### config.mk
export PLATFORM = sky130hd
export DESIGN_NAME = dccc_top
export DESIGN_NICKNAME = d
export VERILOG_FILES = /design/src/design/dccc_buf2.v /design/src/design/dccc_top.v
export VERILOG_INCLUDE_DIRS = /design/src /design/src/design
export SDC_FILE = /design/constraint.sdc
export NUM_CORES = 1
export LEC_CHECK = 0
export ABC_AREA = 0
export BUFFER_PORTS_ARGS = -buffer_cell sky130_fd_sc_hd__buf_4
export CAP_MARGIN = 5
export CELL_PAD_IN_SITES_DETAIL_PLACEMENT = 0
export CELL_PAD_IN_SITES_GLOBAL_PLACEMENT = 2
export CORE_MARGIN = 2
export CORE_UTILIZATION = 40
export DETAILED_ROUTE_END_ITERATION = 16
export MAX_ROUTING_LAYER = met4
export PLACE_DENSITY = 0.88
export SYNTH_ARGS = -nofsm -noshare
export SYNTH_HDL_FRONTEND = slang
export SYNTH_HIERARCHICAL = 1
export SYNTH_SLANG_ARGS = --single-unit
### constraint.sdc
create_clock -name pclk -period 3.75 [get_ports pclk]
set_clock_uncertainty 0.2 [all_clocks]
set_input_delay 0 -clock pclk [delete_from_list [all_inputs] [get_ports pclk]]
set_output_delay 0 -clock pclk [all_outputs]
set_load 0.1 [all_outputs]
### src/design/dccc_defines.vh
// Constants for the DMA channel control and status block.
// Assumes inclusion by bare name from every design file that needs it.
`ifndef DCCC_DEFINES_VH
`define DCCC_DEFINES_VH

// ==================================================================
// Geometry
`define DCCC_NCH 8
`define DCCC_CHW 3

// ==================================================================
// Register byte offsets: channel control at 0x00 + 4*ch
`define DCCC_CTRL_BASE 12'h000
`define DCCC_STAT_OFF 12'h020
`define DCCC_LAST_OFF 12'h024
`define DCCC_DATA_OFF 12'h028

// ==================================================================
// Channel control fields
`define DCCC_B_ON 15
`define DCCC_B_SIZE 14
`define DCCC_B_DIR 13
`define DCCC_B_HALF 12
`define DCCC_B_NULL_WRITE_SELECT 11
`define DCCC_WMASK 16'hF833
`define DCCC_CTRL_RST 16'h0000

// ==================================================================
// Mode encodings
`define DCCC_OPM_CONT 2'h0
`define DCCC_OPM_ONE 2'h1
`define DCCC_OPM_CONT_PP 2'h2
`define DCCC_OPM_ONE_PP 2'h3

`endif

### src/design/dccc_buf2.v
// Two-entry valid/ready buffer for the activity word stream.
// Assumes a single clock and asynchronous active-low reset.
`include "dccc_defines.vh"

module dccc_buf2 (
	input wire pclk,
	input wire presetn,
	input wire [15:0] in_data,
	input wire in_valid,
	output wire in_ready,
	output wire [15:0] out_data,
	output wire out_valid,
	input wire out_ready
);
	reg [15:0] mem [0:1];
	reg wp;
	reg rp;
	reg [1:0] cnt;
	wire push;
	wire pop;

	assign in_ready = (cnt != 2'h2);
	assign out_valid = (cnt != 2'h0);
	assign out_data = mem[rp];
	assign push = in_valid && in_ready;
	assign pop = out_valid && out_ready;

	always @(posedge pclk or negedge presetn) begin
		if (!presetn) begin
			wp <= 1'b0;
			rp <= 1'b0;
			cnt <= 2'h0;
			mem[0] <= 16'h0000;
			mem[1] <= 16'h0000;
		end else begin
			if (push) begin
				mem[wp] <= in_data;
				wp <= ~wp;
			end
			if (pop)
				rp <= ~rp;
			if (push && !pop)
				cnt <= cnt + 2'h1;
			else if (pop && !push)
				cnt <= cnt - 2'h1;
		end
	end
endmodule // dccc_buf2

### src/design/dccc_top.v
// Per-channel control registers and controller status for an
// eight-channel DMA engine, reached over APB.
// Assumes transfer engine pulses come from logic on pclk.
//
// What this block does
// - Read-only 16-bit status shows channel of the most recent transfer.
// - Status shows each channel's ping-pong start offset selection.
// - Control bit 14 picks byte moves when one, word moves when zero.
// - Bit 13 one: buffer RAM to peripheral; zero: peripheral to RAM.
// - Bit 12 one: block interrupt at half block; zero: at end.
`include "dccc_defines.vh"

module dccc_top (
	input wire pclk,
	input wire presetn,
	input wire psel,
	input wire penable,
	input wire pwrite,
	input wire [11:0] paddr,
	input wire [31:0] pwdata,
	output reg [31:0] prdata,
	output reg pready,
	output reg pslverr,
	input wire xfer_done,
	input wire [2:0] xfer_chan,
	input wire [15:0] xfer_data,
	input wire block_done,
	input wire [2:0] block_chan,
	input wire half_done,
	input wire [2:0] half_chan,
	output reg [7:0] chan_on,
	output reg [7:0] size_byte,
	output reg [7:0] dir_to_periph,
	output reg [7:0] null_write_select,
	output reg [15:0] addressing_mode_select,
	output reg [15:0] op_mode,
	output reg [7:0] buf_sel,
	output reg [7:0] block_irq,
	output reg [15:0] act_data,
	output reg act_valid,
	input wire act_ready
);
	// ==============================================================
	// Register storage
	reg [15:0] channel_control [0:`DCCC_NCH-1];
	reg [15:0] last_channel_status;
	reg [2:0] last_chan;
	reg [7:0] pp_sel;
	reg [15:0] next_rd;
	reg next_err;
	wire access;
	wire wr_en;
	wire [15:0] status_word;
	wire buf_in_ready;
	wire [15:0] buf_out_data;
	wire buf_out_valid;
	wire buf_pop;

	// Decode a control register offset; returns 1 when hit
	function ctrl_hit;
		input [11:0] a;
		begin
			ctrl_hit = (a[11:5] == 7'h00) && (a[1:0] == 2'h0);
		end
	endfunction

	assign access = psel && penable && !pready;
	assign wr_en = access && pwrite;
	// Channel of last activity in 10-8, ping-pong bits 7-0
	assign status_word = {5'h00, last_chan, pp_sel};

	// ==============================================================
	// Control registers, one per channel
	genvar g;
	generate
		for (g = 0; g < `DCCC_NCH; g = g + 1) begin : g_ch
			always @(posedge pclk or negedge presetn) begin
				if (!presetn) begin
					channel_control[g] <= `DCCC_CTRL_RST;
				end else if (wr_en && ctrl_hit(paddr) &&
					paddr[4:2] == g) begin
					// Unused bits never store, so they read as zero
					channel_control[g] <= pwdata[15:0] & `DCCC_WMASK;
				end
			end

			always @(posedge pclk or negedge presetn) begin
				if (!presetn) begin
					chan_on[g] <= 1'b0;
					size_byte[g] <= 1'b0;
					dir_to_periph[g] <= 1'b0;
					null_write_select[g] <= 1'b0;
					addressing_mode_select[2*g+1:2*g] <= 2'h0;
					op_mode[2*g+1:2*g] <= 2'h0;
					buf_sel[g] <= 1'b0;
					block_irq[g] <= 1'b0;
				end else begin
					chan_on[g] <= channel_control[g][`DCCC_B_ON];
					size_byte[g] <= channel_control[g][`DCCC_B_SIZE];
					dir_to_periph[g] <= channel_control[g][`DCCC_B_DIR];
					null_write_select[g] <=
						channel_control[g][`DCCC_B_NULL_WRITE_SELECT];
					addressing_mode_select[2*g+1:2*g] <=
						channel_control[g][5:4];
					op_mode[2*g+1:2*g] <= channel_control[g][1:0];
					buf_sel[g] <= pp_sel[g];
					// One-cycle interrupt at half or full block
					if (channel_control[g][`DCCC_B_HALF])
						block_irq[g] <= chan_on[g] && half_done &&
							half_chan == g;
					else
						block_irq[g] <= chan_on[g] && block_done &&
							block_chan == g;
				end
			end

			// Ping-pong toggles after each block in modes 2 and 3
			always @(posedge pclk or negedge presetn) begin
				if (!presetn) begin
					pp_sel[g] <= 1'b0;
				end else if (!channel_control[g][`DCCC_B_ON]) begin
					// Disabled channel restarts on the primary offset
					pp_sel[g] <= 1'b0;
				end else if (block_done && block_chan == g &&
					channel_control[g][1]) begin
					pp_sel[g] <= ~pp_sel[g];
				end
			end
		end
	endgenerate

	// ==============================================================
	// Most recently active channel
	always @(posedge pclk or negedge presetn) begin
		if (!presetn) begin
			last_chan <= 3'h0;
			last_channel_status <= 16'h0000;
		end else begin
			if (xfer_done)
				last_chan <= xfer_chan;
			last_channel_status <= status_word;
		end
	end

	// ==============================================================
	// Activity words; a stalled consumer holds up to three (two here, one in act_data)
	dccc_buf2 u_buf (
		.pclk(pclk),
		.presetn(presetn),
		.in_data(xfer_data),
		.in_valid(xfer_done),
		.in_ready(buf_in_ready),
		.out_data(buf_out_data),
		.out_valid(buf_out_valid),
		.out_ready(buf_pop)
	);

	// Output stage is a register so the buffer drains into it
	assign buf_pop = buf_out_valid && (!act_valid || act_ready);

	always @(posedge pclk or negedge presetn) begin
		if (!presetn) begin
			act_valid <= 1'b0;
			act_data <= 16'h0000;
		end else if (buf_pop) begin
			act_valid <= 1'b1;
			act_data <= buf_out_data;
		end else if (act_ready) begin
			act_valid <= 1'b0;
		end
	end

	// ==============================================================
	// APB read decode and answer
	always @* begin
		next_rd = 16'h0000;
		next_err = 1'b0;
		if (ctrl_hit(paddr)) begin
			next_rd = channel_control[paddr[4:2]];
		end else if (paddr == `DCCC_STAT_OFF) begin
			next_rd = last_channel_status;
			next_err = pwrite; // Read-only
		end else if (paddr == `DCCC_LAST_OFF) begin
			next_rd = {13'h0000, last_chan};
			next_err = pwrite;
		end else if (paddr == `DCCC_DATA_OFF) begin
			next_rd = {15'h0000, buf_in_ready};
			next_err = pwrite;
		end else begin
			next_err = 1'b1;
		end
	end

	always @(posedge pclk or negedge presetn) begin
		if (!presetn) begin
			pready <= 1'b0;
			pslverr <= 1'b0;
			prdata <= 32'h00000000;
		end else if (access) begin
			pready <= 1'b1;
			pslverr <= next_err;
			prdata <= pwrite ? 32'h00000000 : {16'h0000, next_rd};
		end else begin
			pready <= 1'b0;
			pslverr <= 1'b0;
		end
	end
endmodule // dccc_top

==> After elaboration in Yosys (flattened, before gate mapping) <==
Cells that the tools add are included.
{ "classes": {"addsub": 2, "bitwise_logic": 13, "magnitude_cmp": 4, "n_eq_ne": 33, "mux": 48, "reduce_logical": 80} }
{ "ops": {"columns": ["cell", "count"], "rows": [
  ["16-bit 2-to-1 mux", 8],
  ["1-bit logical AND", 67],
  ["16-bit binary-select mux with 3-bit select", 1],
  ["12-bit by 6-bit equality test with 1-bit output (second input constant)", 3],
  ["3-bit equality test (second input constant)", 12],
  ["1-bit 2-to-1 mux", 33],
  ["32-bit bitwise mux", 1],
  ["3-bit by 2-bit equality test with 1-bit output (second input constant)", 6],
  ["16-bit demux with 1-bit select", 1],
  ["2-bit by 1-bit != test with 1-bit output (second input constant)", 8],
  ["11-bit 2-to-1 mux", 1],
  ["1-bit inverter", 10],
  ["3-bit by 1-bit equality test with 1-bit output (second input constant)", 3],
  ["3-bit zero test", 3],
  ["7-bit zero test", 1],
  ["2-bit nonzero test", 3],
  ["2-bit greater-or-equal comparator (second input constant)", 2],
  ["4-bit greater-or-equal comparator (second input constant)", 1],
  ["1-bit zero test", 4],
  ["2-bit 2-to-1 mux", 2],
  ["1-bit inverter with 2-bit output", 2],
  ["3-bit inverter with 4-bit output", 1],
  ["3-bit 2-to-1 mux", 1],
  ["2-bit by 1-bit adder with 2-bit output (second input constant)", 1],
  ["other kinds (5)", 5]
]} }
{ "totals": {"output_inout_bits": 131, "word_cells": 272, "in_bits": 78, "regBits": 261} }

==> Logic depth before layout (Yosys ltp) <==
Gate-level depths: netlist of run 1.
{ "depth": {"depth_word": 7, "depth_mapped": 9} }

==> Cells and area by module <==
The synthesis of run 1 kept the hierarchy.
{ "modules_own_cells": {"columns": ["module", "cells_per_inst", "n_inst", "area_per_inst_um2"], "rows": [
  ["dccc_top", 511, 1, 7800.0],
  ["dccc_buf2", 103, 1, 1695.4]
]} }

==> Worst setup path after synthesis of run 1 <==
OpenSTA, ideal clock, no wires.
{ "synth_timing": {"kind": "reg-to-reg", "start": "reg pready", "end": "reg channel_control[100] (netlist name)", "arrival_time_ns": 2.446, "n_path_buf": 0, "setup_ns": 0.125, "path_stages_with_launch": 6, "setup_slack_ns": 0.979, "required_time_ns": 3.425, "cell_sequence": "dfrtp_1 > nand3b_1 > inv_1 > nand3b_1 > nor4_2 > mux2_2"} }
{ "synth_between": {"elab_chain_len": 5} }
{ "synth_lines": {"columns": ["item", "line_no", "text"], "rows": [
  ["start, declared", "dccc_top.v:22", "output reg pready,"],
  ["start signal, assigned", "dccc_top.v:196", "pready <= 1'b0;"],
  ["start signal, assigned", "dccc_top.v:200", "pready <= 1'b1;"],
  ["start signal, assigned", "dccc_top.v:204", "pready <= 1'b0;"],
  ["1-bit zero test", "dccc_top.v:67", "assign access = psel && penable && !pready;"],
  ["1-bit logical AND", "dccc_top.v:67", null],
  ["named net access", "dccc_top.v:51", "wire access;"],
  ["1-bit logical AND", "dccc_top.v:68", "assign wr_en = access && pwrite;"],
  ["1-bit logical AND (2 in a row)", "dccc_top.v:80", "end else if (wr_en && ctrl_hit(paddr) &&"],
  ["end signal, assigned by index", "dccc_top.v:79", "channel_control[g] <= `DCCC_CTRL_RST;"],
  ["end signal, assigned by index", "dccc_top.v:83", "channel_control[g] <= pwdata[15:0] & `DCCC_WMASK;"],
  ["end, declared", "dccc_top.v:45", "reg [15:0] channel_control [0:`DCCC_NCH-1];"]
]} }
The timed path passes the listed nets, and every way through them passes these cells.
A chain may end at the register's enable or synchronous reset.

==> Worst setup path in the final report of run 1 <==
{ "layout_timing": {"start": "reg pready", "end": "reg channel_control[117] (netlist name)"} }
Same word-level chain as after synthesis.

==> impl_metrics.json, run 1 <==
{
  "status": "finished with violations",
  "failed_checks": "negative hold slack",
  "clock-sinks": 237,
  "critPathMaxFanout": 9,
  "required_ps": 3950,
  "p_total_mw": 7.753,
  "routed_wl_um": 24170,
  "power_density_nw_per_um2": 614.7,
  "die_area_sq_um": 24990,
  "vdd_drop_max_mv": 0.5457,
  "layout_min_cycle_time_ps": 3417,
  "nets": 937,
  "arrival_ps": 3620,
  "start_util_pct": 40.57,
  "grt_setup_unrepaired": "false",
  "fmax_mhz": 292.7,
  "tns_ps": 0,
  "viasPerCell": 4.965,
  "cts_buffers": 26,
  "finalMaxSlewViolations": 0,
  "cts_buffer_depth": 3,
  "fp.dieW_um": 158.1,
  "route.vias.total": 5953,
  "num_rows": 56,
  "cts_setup_buffers": 0,
  "initialDrtViolationCount": 310,
  "synth_edf_count": 0,
  "period_share_pct": 91.12,
  "cts_htree_levels": 1,
  "boundaryPins": 209,
  "synth_cells": 614,
  "hold_viol_final": 8,
  "clk-insertion-delay-late_ps": 520,
  "hpwl_um": 15550,
  "synth-seq-cells": 237,
  "tightest_slew_ps": 1061,
  "relSlewSlack_pct": 29.27,
  "die_y_um": 158.1,
  "grt_first_pass_wirelength_um": 37370,
  "power_frac_comb_pct": 26.3,
  "grt_usage_pct": 20.27,
  "leakage_nw": 6.183,
  "p_sw_share_pct": 31.90,
  "avgSynthCellArea_sq_um": 15.46,
  "synth.distinct_cells": 52,
  "drive_above_1_share_pct": 44.53,
  "root_buffer": "clkbuf_16",
  "p_clk_share_pct": 33.9,
  "final_antenna_net_count": 0,
  "grt_pass1_vias": 6483,
  "critPathCaptureType": "flip-flop",
  "clk_pin_slew_ps": 60,
  "startpoint_type": "flip-flop",
  "p_int_mw": 5.279,
  "p_seq_share_pct": 39.8,
  "power_switching_mw": 2.473,
  "core_area_sq_um": 23400,
  "yosysSeqAreaShare_pct": 62.46,
  "setup_viol": 0,
  "drc_errors": 0,
  "cts_tree": "built",
  "io_buffers": 169,
  "antenna_found_initial": 2,
  "area_growth_pct": 32.84,
  "fin_util_pct": 53.90,
  "critical_path_class": "reg -> reg",
  "syn-cell-area_sq_um": 9495,
  "ys_warn_count": 6,
  "grt_start_max_net_pins": 136,
  "grt_overflow": 0,
  "wl_per_cell_um": 20.16,
  "holdWs_ps": -29.11,
  "synthArstFlopShare_pct": 100.0,
  "hold_class": "in -> async",
  "gp_congestion": 0.8338,
  "dpl_cell_area_sq_um": 10960,
  "design_area_sq_um": 12610,
  "synth-main-ff-cell": "dfrtp_1",
  "max_cap_viol_count": 0,
  "drtPass1Iterations": 4
}
==> metrics by stage <==
| stage | std cells | setup slack [ps] |
|---|---|---|
| finish | 1199 | 333.1 |
| global route | 1199 | 206.4 |
| CTS | 1197 | 363.6 |
| detailed placement | 1074 | 779.2 |
| global placement | 1074 | 856.1 |
| floorplan | 629 | 978.8 |
==> cells in the final DEF, fill, tap and decap left out, drive strengths merged, types with 5 or more instances in the layout <==
cell type      n
o21ai         14
mux2i          7
clkbuf        36
nor2b         10
dlygate4sd3   75
a22o           6
clkinv         5
buf          174
dfrtp        237
mux2         141
xnor2         10
nor2          11
nand3         11
mux4          18
nand4         12
nand2         15
and2          18
conb          16
nor3          10
==> power by group through the flow <==
stage	Combinational [mW]	Clock (mW)	Sequential, mW
global placement	1.94	0	3.10
finish	2.04	2.63	3.08
global route	2.16	2.78	3.12
detailed placement	1.98	0	3.13
floorplan	0.961	0	3.72
CTS	2.05	2.68	3.08
==> synth_stat cells (5+ instances only) <==
library cell / number / area share (%)
nand4_2: 5 / 0.66
nor2b_1: 10 / 0.66
mux2i_1: 7 / 0.74
nand2_1: 15 / 0.59
mux4_2: 18 / 4.3
dfrtp_1: 237 / 62
nand3_1: 11 / 0.58
nand4_1: 7 / 0.46
buf_2: 5 / 0.26
buf_4: 25 / 2.0
xnor2_1: 10 / 0.92
a22o_1: 6 / 0.55
clkbuf_1: 9 / 0.36
o21ai_0: 14 / 0.74
and2_1: 15 / 0.99
mux2_4: 20 / 3.2
nor2_1: 11 / 0.43
nor3_1: 9 / 0.47
mux2_2: 121 / 14
==> layer usage <==
layer	up-vias	global-route usage, %	routed length (um)
met5	-	-	0
li1	2649	-	-
met3	46	3.942	1753
met2	211	33.54	11800
met4	0	5.148	527
met1	3047	25.87	10080
==> path summary, 6_finish.rpt <==
| kind | slack, ps | end | depth (start not counted) | from |
|---|---|---|---|---|
| setup / recovery | 330 | channel_control[117] | 6 | pready |
| hold / removal | -30 | act_data[1] | 2 | presetn |
| setup reg to reg | 330 | channel_control[117] | 6 | pready |
| hold reg to reg | 190 | addressing_mode_select[4] | 0 | channel_control[84] |
| max in group asynchronous | 2440 | block_irq[7] | 3 | presetn |
| min in group pclk | 50 | prdata[1] | 5 | paddr[8] |
==> cell type report <==
type | count | area (sq um)
Fill cell | 1974 | 10790
Sequential cell | 237 | 5931
Multi-Input combinational cell | 340 | 3276
Timing Repair Buffer | 249 | 2090
Clock buffer | 36 | 749.5
Tap cell | 319 | 399.1
Clock inverter | 12 | 148.9
Inverter | 4 | 15.01
Antenna cell | 2 | 5.005
==> sequential cells by signal, indices dropped and copies added, names as in the netlist <==
signal                  flops
act_data                   16
act_valid                   1
addressing_mode_select     16
block_irq                   8
chan_on                     8
channel_control            72
dir_to_periph               8
last_chan                   3
last_channel_status        11
null_write_select           8
op_mode                    16
pp_sel                      8
prdata                     16
pready                      1
pslverr                     1
size_byte                   8
u_buf/cnt                   2
u_buf/mem                  32
u_buf/rp                    1
u_buf/wp                    1
==> logic make-up (layout without fill, tap and decap cells) <==
group / count (synthesis) / after routing / share of synthesized area [%]
muxes: 166 / 166 / 22.52
other: 1 / 18 / 0.03949
buffers and inverters: 52 / 301 / 3.729
AOI/OAI and AO/OA: 30 / 30 / 2.161
adders and majority gates: 1 / 1 / 0.1317
xor gates and xnor gates: 13 / 13 / 1.199
DFF: 237 / 237 / 62.46
and+or+nand+nor: 114 / 114 / 7.761
==> worst max-delay path: stages, from the launching register on <==
cell and delay [ps]:
dfrtp_1 370, nand3b_1 260, dlygate4sd3_1 700, inv_1 160, nand3b_1 240, nor4b_4 950, mux2_2 420
==> timing repair <==
action                                 in CTS  in global routing
gates resized for setup                     0                  0
endpoints found under the hold margin     273                  0
hold buffers                               75                  0
Note: power is estimated with default switching activity, not from simulation.
==> inputs of run 2 (changes only) <==
--- a/config.mk
+++ b/config.mk
@@ -6,14 +6,15 @@
 export SDC_FILE = /design/constraint.sdc
 export NUM_CORES = 1
 export LEC_CHECK = 0
-export ABC_AREA = 0
+export ABC_AREA = 1
 export BUFFER_PORTS_ARGS = -buffer_cell sky130_fd_sc_hd__buf_4
 export CAP_MARGIN = 5
 export CELL_PAD_IN_SITES_DETAIL_PLACEMENT = 0
 export CELL_PAD_IN_SITES_GLOBAL_PLACEMENT = 2
 export CORE_MARGIN = 2
-export CORE_UTILIZATION = 40
+export CORE_UTILIZATION = 35
 export DETAILED_ROUTE_END_ITERATION = 16
+export GPL_TIMING_DRIVEN = 0
 export MAX_ROUTING_LAYER = met4
 export PLACE_DENSITY = 0.88
 export SYNTH_ARGS = -nofsm -noshare
==> run 2 against run 1 <==
The run now ends clean. Count of clock-buffer cells in the layout stayed put. Hold slack better by 60 ps. Clock power is 4% higher. Maximum frequency is 3.3% higher. Worst setup slack improved by 110 ps. Critical endpoint is now channel_control[125]. Largest cell class unchanged.
==> impl_metrics.json, run 2 <==
{
  "critPathCaptureType": "flip-flop",
  "grt_pass1_vias": 8103,
  "area_growth_pct": 36.60,
  "leakage_nw": 7.248,
  "tightest_slew_ps": 827.1,
  "synth_cells": 1078,
  "tns_ps": 0,
  "die_area_sq_um": 29320,
  "cp_common_cell": "dlygate4sd3_1",
  "crit_chain": "dlygate4sd3_1 -> buf_4 -> nand2_1 -> dlygate4sd3_1 -> nor2_2 -> inv_2 -> nor2_1 -> nand2_4 -> clkinv_2 -> buf_4 -> nand3_1 -> dlygate4sd3_1 -> nand2_1 -> dlygate4sd3_1",
  "crit_path_top_delay_cell": "dlygate4sd3_1",
  "setup_ws_ps": 443.6,
  "synth.distinct_cells": 35,
  "io_buffers": 160,
  "synth_edf_count": 0,
  "antenna_found_initial": 0,
  "diodes": 0,
  "status": "finished clean",
  "initialDrtViolationCount": 590,
  "vdd_drop_max_mv": 0.2544,
  "nets": 1447,
  "cts_htree_levels": 1,
  "place_ws_ps": 1191,
  "viasPerCell": 4.669,
  "drc_errors": 0,
  "avgSynthCellArea_sq_um": 9.079,
  "max_cap_viol_count": 0,
  "final_cell_mix": "418 x nand2_1, 237 x dfrtp_1, 194 x buf_4, 105 x nand3_1, 83 x dlygate4sd3_1",
  "root_buffer": "clkbuf_16",
  "grt_first_pass_wirelength_um": 46130,
  "synth_area_leaders": "dfrtp_1 61%, nand2_1 16%, nand3_1 5.4%",
  "setup_viol": 0,
  "cts_buffer_depth": 3,
  "grt_use_met3_pct": 2.554,
  "power_density_nw_per_um2": 580.4,
  "synth-seq-cells": 237,
  "core_area_sq_um": 27630,
  "period_share_pct": 88.17,
  "grt_use_met2_pct": 34.13,
  "grt_use_met1_pct": 28.85,
  "start_util_pct": 35.42,
  "route.vias.total": 8245,
  "reg.largest.list": "channel_control (72), u_buf/mem (32)",
  "synth-main-ff-cell": "dfrtp_1",
  "routed_wl_um": 29900,
  "syn-cell-area_sq_um": 9787,
  "die_y_um": 171.2,
  "cts_buffers": 27,
  "grt_busiest_layer": "met2",
  "gp_congestion": 0.8242,
  "grt_overflow": 0,
  "num_rows": 61,
  "relSlewSlack_pct": 44.66,
  "wl_per_cell_um": 16.93,
  "clk_pin_slew_ps": 60,
  "boundaryPins": 209,
  "dp_cells": 1633,
  "max_stage_delay_ps": 580,
  "synth_top_cell_by_area": "dfrtp_1",
  "fmax_mhz": 302.4,
  "cts_tree": "built",
  "arrival_ps": 3580,
  "ys_warn_count": 6,
  "netlist.area_leader.share_pct": 60.60,
  "synthArstFlopShare_pct": 100.0,
  "layout_min_cycle_time_ps": 3306,
  "finalMaxSlewViolations": 0,
  "final_cells": 1766,
  "grt_setup_unrepaired": "false",
  "required_ps": 4020,
  "synthTopCellsByCount": "418 x nand2_1, 237 x dfrtp_1, 105 x nand3_1",
  "grt_usage_pct": 21.19,
  "hold_viol_final": 0,
  "final_antenna_net_count": 0,
  "clock-sinks": 237,
  "top_register": "channel_control",
  "fp.dieW_um": 171.2,
  "cts_setup_buffers": 0,
  "critPathMaxFanout": 10,
  "drtPass1Iterations": 5,
  "startpoint_type": "input port",
  "drive_above_1_share_pct": 21.76,
  "grt_start_max_net_pins": 120,
  "fin_util_pct": 48.39,
  "yosysMostFrequentCell": "nand2_1",
  "hold_class": "in -> reg",
  "hpwl_um": 20780,
  "final_common_cell": "nand2_1",
  "largest_reg_flops": 72,
  "critical_path_class": "in -> reg",
  "yosysSeqAreaShare_pct": 60.60,
  "clk-insertion-delay-late_ps": 530
}
run 2: cell count changes in the layout (fill, tap and decap cells not counted), moves of 13 or more:
cell and change:
nand2_1 +403, mux2_2 -118, nand3_1 +94, nor2_1 +58, inv_1 +41, nand4_1 +27
buf_4 +23, mux2_4 -20, mux4_2 -18, a21oi_1 +17, o22ai_1 +16, and2_1 -15
buf_2 +13
run 2: stage by stage:
step / hold slack [ps] / area [sq um] / total power [mW]
4_1_cts: 7.946 / 13370 / 7.829
5_1_grt: 70.53 / 13370 / 8.143
2_1_floorplan: -495.6 / 9843 / 4.464
3_3_place_gp: 34.94 / 11520 / 4.968
3_5_place_dp: -340.3 / 11580 / 4.999
6_report: 30.95 / 13370 / 7.759
run 2: cell families (layout without fill, tap and decap cells):
family          Yosys count  in the layout  share of synthesized area (%)
simple gates            652            652                          28.64
flops                   237            237                          60.60
buf+inv                 120            415                          6.545
compound gates           63             63                          3.618
mux                       3              3                         0.3452
fa+ha+maj                 1              1                         0.1278
other cells               1             16                        0.03832
xor+xnor                  1              1                        0.08951
run 2: worst paths after layout:
| check | cells after the start | slack [ps] | endpoint | start |
|---|---|---|---|---|
| min in group asynchronous | 4 | 350 | addressing_mode_select[13] | presetn |
| max reg2reg | 10 | 740 | channel_control[125] | pready |
| max | 14 | 440 | channel_control[125] | penable |
| min | 8 | 30 | channel_control[116] | paddr[1] |
| max in group asynchronous | 5 | 2010 | last_channel_status[4] | presetn |
| min reg2reg | 0 | 170 | last_channel_status[0] | pp_sel[0] |
run 2: report_power, final:
part / switching, mW / internal, mW
Clock: 1.07 / 1.67
Sequential: 0.145 / 2.83
Combinational: 1.48 / 0.569
Total: 2.69 / 5.07
run 2: metal layers:
layer | part of all wire, % | wire, um
met5 | 0 | 0
met2 | 48 | 14330
met1 | 46 | 13630
met3 | 4.4 | 1305
met4 | 2.1 | 630
run 2: final cells by class:
type	instances	area [sq um]
sequential	237	5931
clock buffer	36	779.5
inverter	53	200.2
multi-input combinational	736	3272
clock inverter	13	158.9
buffer	67	440.4
fill	2679	14260
tap	378	473.0
timing repair buffer	246	2115
run 2: what timing repair did:
action / CTS / global route
hold endpoints to repair: 290 / 0
hold buffers: 84 / 0
resized for setup: 0 / 0
setup endpoints to repair: 0 / 0
run 2: worst max-delay path, delay by kind of cell:
family,cells,cell delay (ps)
buffers and inverters,8,2800
AND/OR/NAND/NOR,6,770
==> inputs of run 3 (changes only) <==
--- a/config.mk
+++ b/config.mk
@@ -6,13 +6,13 @@
 export SDC_FILE = /design/constraint.sdc
 export NUM_CORES = 1
 export LEC_CHECK = 0
-export ABC_AREA = 1
+export ABC_AREA = 0
 export BUFFER_PORTS_ARGS = -buffer_cell sky130_fd_sc_hd__buf_4
 export CAP_MARGIN = 5
 export CELL_PAD_IN_SITES_DETAIL_PLACEMENT = 0
 export CELL_PAD_IN_SITES_GLOBAL_PLACEMENT = 2
 export CORE_MARGIN = 2
-export CORE_UTILIZATION = 35
+export CORE_UTILIZATION = 40
 export DETAILED_ROUTE_END_ITERATION = 16
 export GPL_TIMING_DRIVEN = 0
 export MAX_ROUTING_LAYER = met4
==> constraint.sdc (replaced) <==
create_clock -name pclk -period 4.18 [get_ports pclk]
set_clock_uncertainty 0.2 [all_clocks]
set_input_delay 0 -clock pclk [delete_from_list [all_inputs] [get_ports pclk]]
set_output_delay 0 -clock pclk [all_outputs]
set_load 0.005 [all_outputs]
==> run 3 against run 2 <==
The run now ends with negative hold slack left. Die area fell by 15%. Total power decreased by 19%. Hold slack lost 57 ps. Sequential cell count stayed put. First-iteration DRC count decreased by 34%. Count of clock-buffer cells in the layout increased by 5. Sequential share of layout area up 1.8 points. Clock power is 15% lower. Wire length is 20% lower. Sequential power decreased by 8.7%. Final area fell by 3.9%. Non-clock buffer count decreased by 27. Critical path type is now reg -> reg. Largest cell class unchanged. Largest power group unchanged.
==> impl_metrics.json, run 3 (same netlist as run 1, synthesis figures left out) <==
{
  "status": "finished with violations",
  "failed_checks": "negative hold slack",
  "finalMaxSlewViolations": 0,
  "clk_pin_slew_ps": 60,
  "top_register": "channel_control",
  "tns_ps": 0,
  "die_y_um": 158.1,
  "grt_setup_unrepaired": "false",
  "cts_htree_levels": 1,
  "die_area_sq_um": 24990,
  "grt_use_met1_pct": 27.93,
  "boundaryPins": 209,
  "start_util_pct": 40.57,
  "diodes": 0,
  "required_ps": 4380,
  "final_common_cell": "dfrtp_1",
  "hold_viol_final": 37,
  "hpwl_um": 15630,
  "grt_overflow": 0,
  "hold_class": "in -> async",
  "reg.largest.list": "channel_control (72), u_buf/mem (32)",
  "drc_errors": 0,
  "period_share_pct": 84.77,
  "arrival_ps": 3740,
  "fmax_mhz": 282.2,
  "core_area_sq_um": 23400,
  "drive_above_1_share_pct": 45.68,
  "final_antenna_net_count": 0,
  "layout_min_cycle_time_ps": 3544,
  "routed_wl_um": 23980,
  "final_cell_mix": "237 x dfrtp_1, 190 x buf_4, 121 x mux2_2, 70 x dlygate4sd3_1, 27 x clkbuf_16",
  "reg2reg_slack_ps": 640,
  "area_growth_pct": 35.25,
  "grt_usage_pct": 20.00,
  "critPathCaptureType": "flip-flop",
  "initialDrtViolationCount": 391,
  "setup_viol": 0,
  "largest_reg_flops": 72,
  "viasPerCell": 4.874,
  "relSlewSlack_pct": 24.09,
  "critical_path_class": "reg -> reg",
  "grt_first_pass_wirelength_um": 36450,
  "route.vias.total": 6014,
  "cts_tree": "built",
  "fp.dieW_um": 158.1,
  "root_buffer": "clkbuf_16",
  "max_cap_viol_count": 0,
  "ff2ff_path_depth": 7,
  "antenna_found_initial": 0,
  "leakage_nw": 6.348,
  "nets": 974,
  "grt_busiest_layer": "met2",
  "grt_start_max_net_pins": 122,
  "gp_congestion": 0.7927,
  "num_rows": 56,
  "holdWs_ps": -26.43,
  "grt_pass1_vias": 6138,
  "tightest_slew_ps": 1132,
  "startpoint_type": "flip-flop",
  "drtPass1Iterations": 4,
  "clk-insertion-delay-late_ps": 520,
  "grt_use_met2_pct": 30.85,
  "io_buffers": 166,
  "power_density_nw_per_um2": 490.1,
  "cts_buffer_depth": 3,
  "grt_use_met3_pct": 2.956,
  "clock-sinks": 237,
  "cts_buffers": 26,
  "critPathMaxFanout": 5,
  "wl_per_cell_um": 19.43,
  "vdd_drop_max_mv": 0.2443
}
==> run 3: changes by cell type in the layout (fill, tap and decap cells not counted), moves of 18 or more <==
| cell | before | now |
|---|---|---|
| nor2_1 | 69 | 11 |
| nand3_1 | 105 | 11 |
| nand2_1 | 418 | 15 |
| mux2_4 | 0 | 20 |
| nand4_1 | 34 | 7 |
| inv_1 | 45 | 4 |
| mux4_2 | 0 | 18 |
| mux2_2 | 3 | 121 |
==> run 3: critical path: stages (launching register included) <==
cell and delay [ps]:
dfrtp_1 410, nand3b_1 290, dlygate4sd3_1 680, inv_1 140, nand3b_1 240, nor4_4 320
dlygate4sd3_1 780, mux2_2 370
==> run 3: final timing paths <==
path,end,from
min in group pclk,pp_sel[0],block_chan[1]
worst max register to register,channel_control[100],pready
worst max-delay path,channel_control[100],pready
max in group asynchronous,size_byte[6],presetn
worst min-delay path,u_buf/mem[17],presetn
worst min register to register,size_byte[4],channel_control[62]
==> run 3: where the power goes <==
group	leakage (nW)	total (mW)	switching [mW]	internal [mW]
sequential	3.18	2.72	0.148	2.58
clock	0.436	2.33	0.902	1.43
combinational	2.73	1.24	0.475	0.764
==> run 3: what timing repair did <==
item	CTS	global route
hold buffers	70	0
resized for setup	0	0
hold endpoints to repair	255	0
buffers inserted	0	0
endpoints found under the setup margin	0	0
==> run 3: final cells by class <==
class                      instances  area, sq um
fill                            1985        10560
sequential                       237         5931
multi-input combinational        340         3276
timing repair buffer             238         1993
clock buffer                      41        798.3
tap                              319        399.1
buffer                            48        339.1
clock inverter                     7        91.34
inverter                           4        15.01
==> run 3: through the flow <==
step,instance area (sq um),instances,util [%],worst slack (ps),power [mW]
after global routing,12840,1234,54.88,540.5,6.588
after detailed placement,11250,1116,48.08,1209,3.943
final,12840,1234,54.88,636.4,6.295
after CTS,12840,1234,54.88,662.7,6.350
after floorplan,9552,629,-,1920,3.532
after global placement,11200,1114,47.85,944.3,3.906
==> run 3: routing by layer <==
metal	up-vias	share of wire (%)	wire (um)
met5	-	0	0
met1	3074	45	10880
li1	2720	-	-
met3	34	5.6	1341
met2	186	47	11260
met4	0	2.1	505
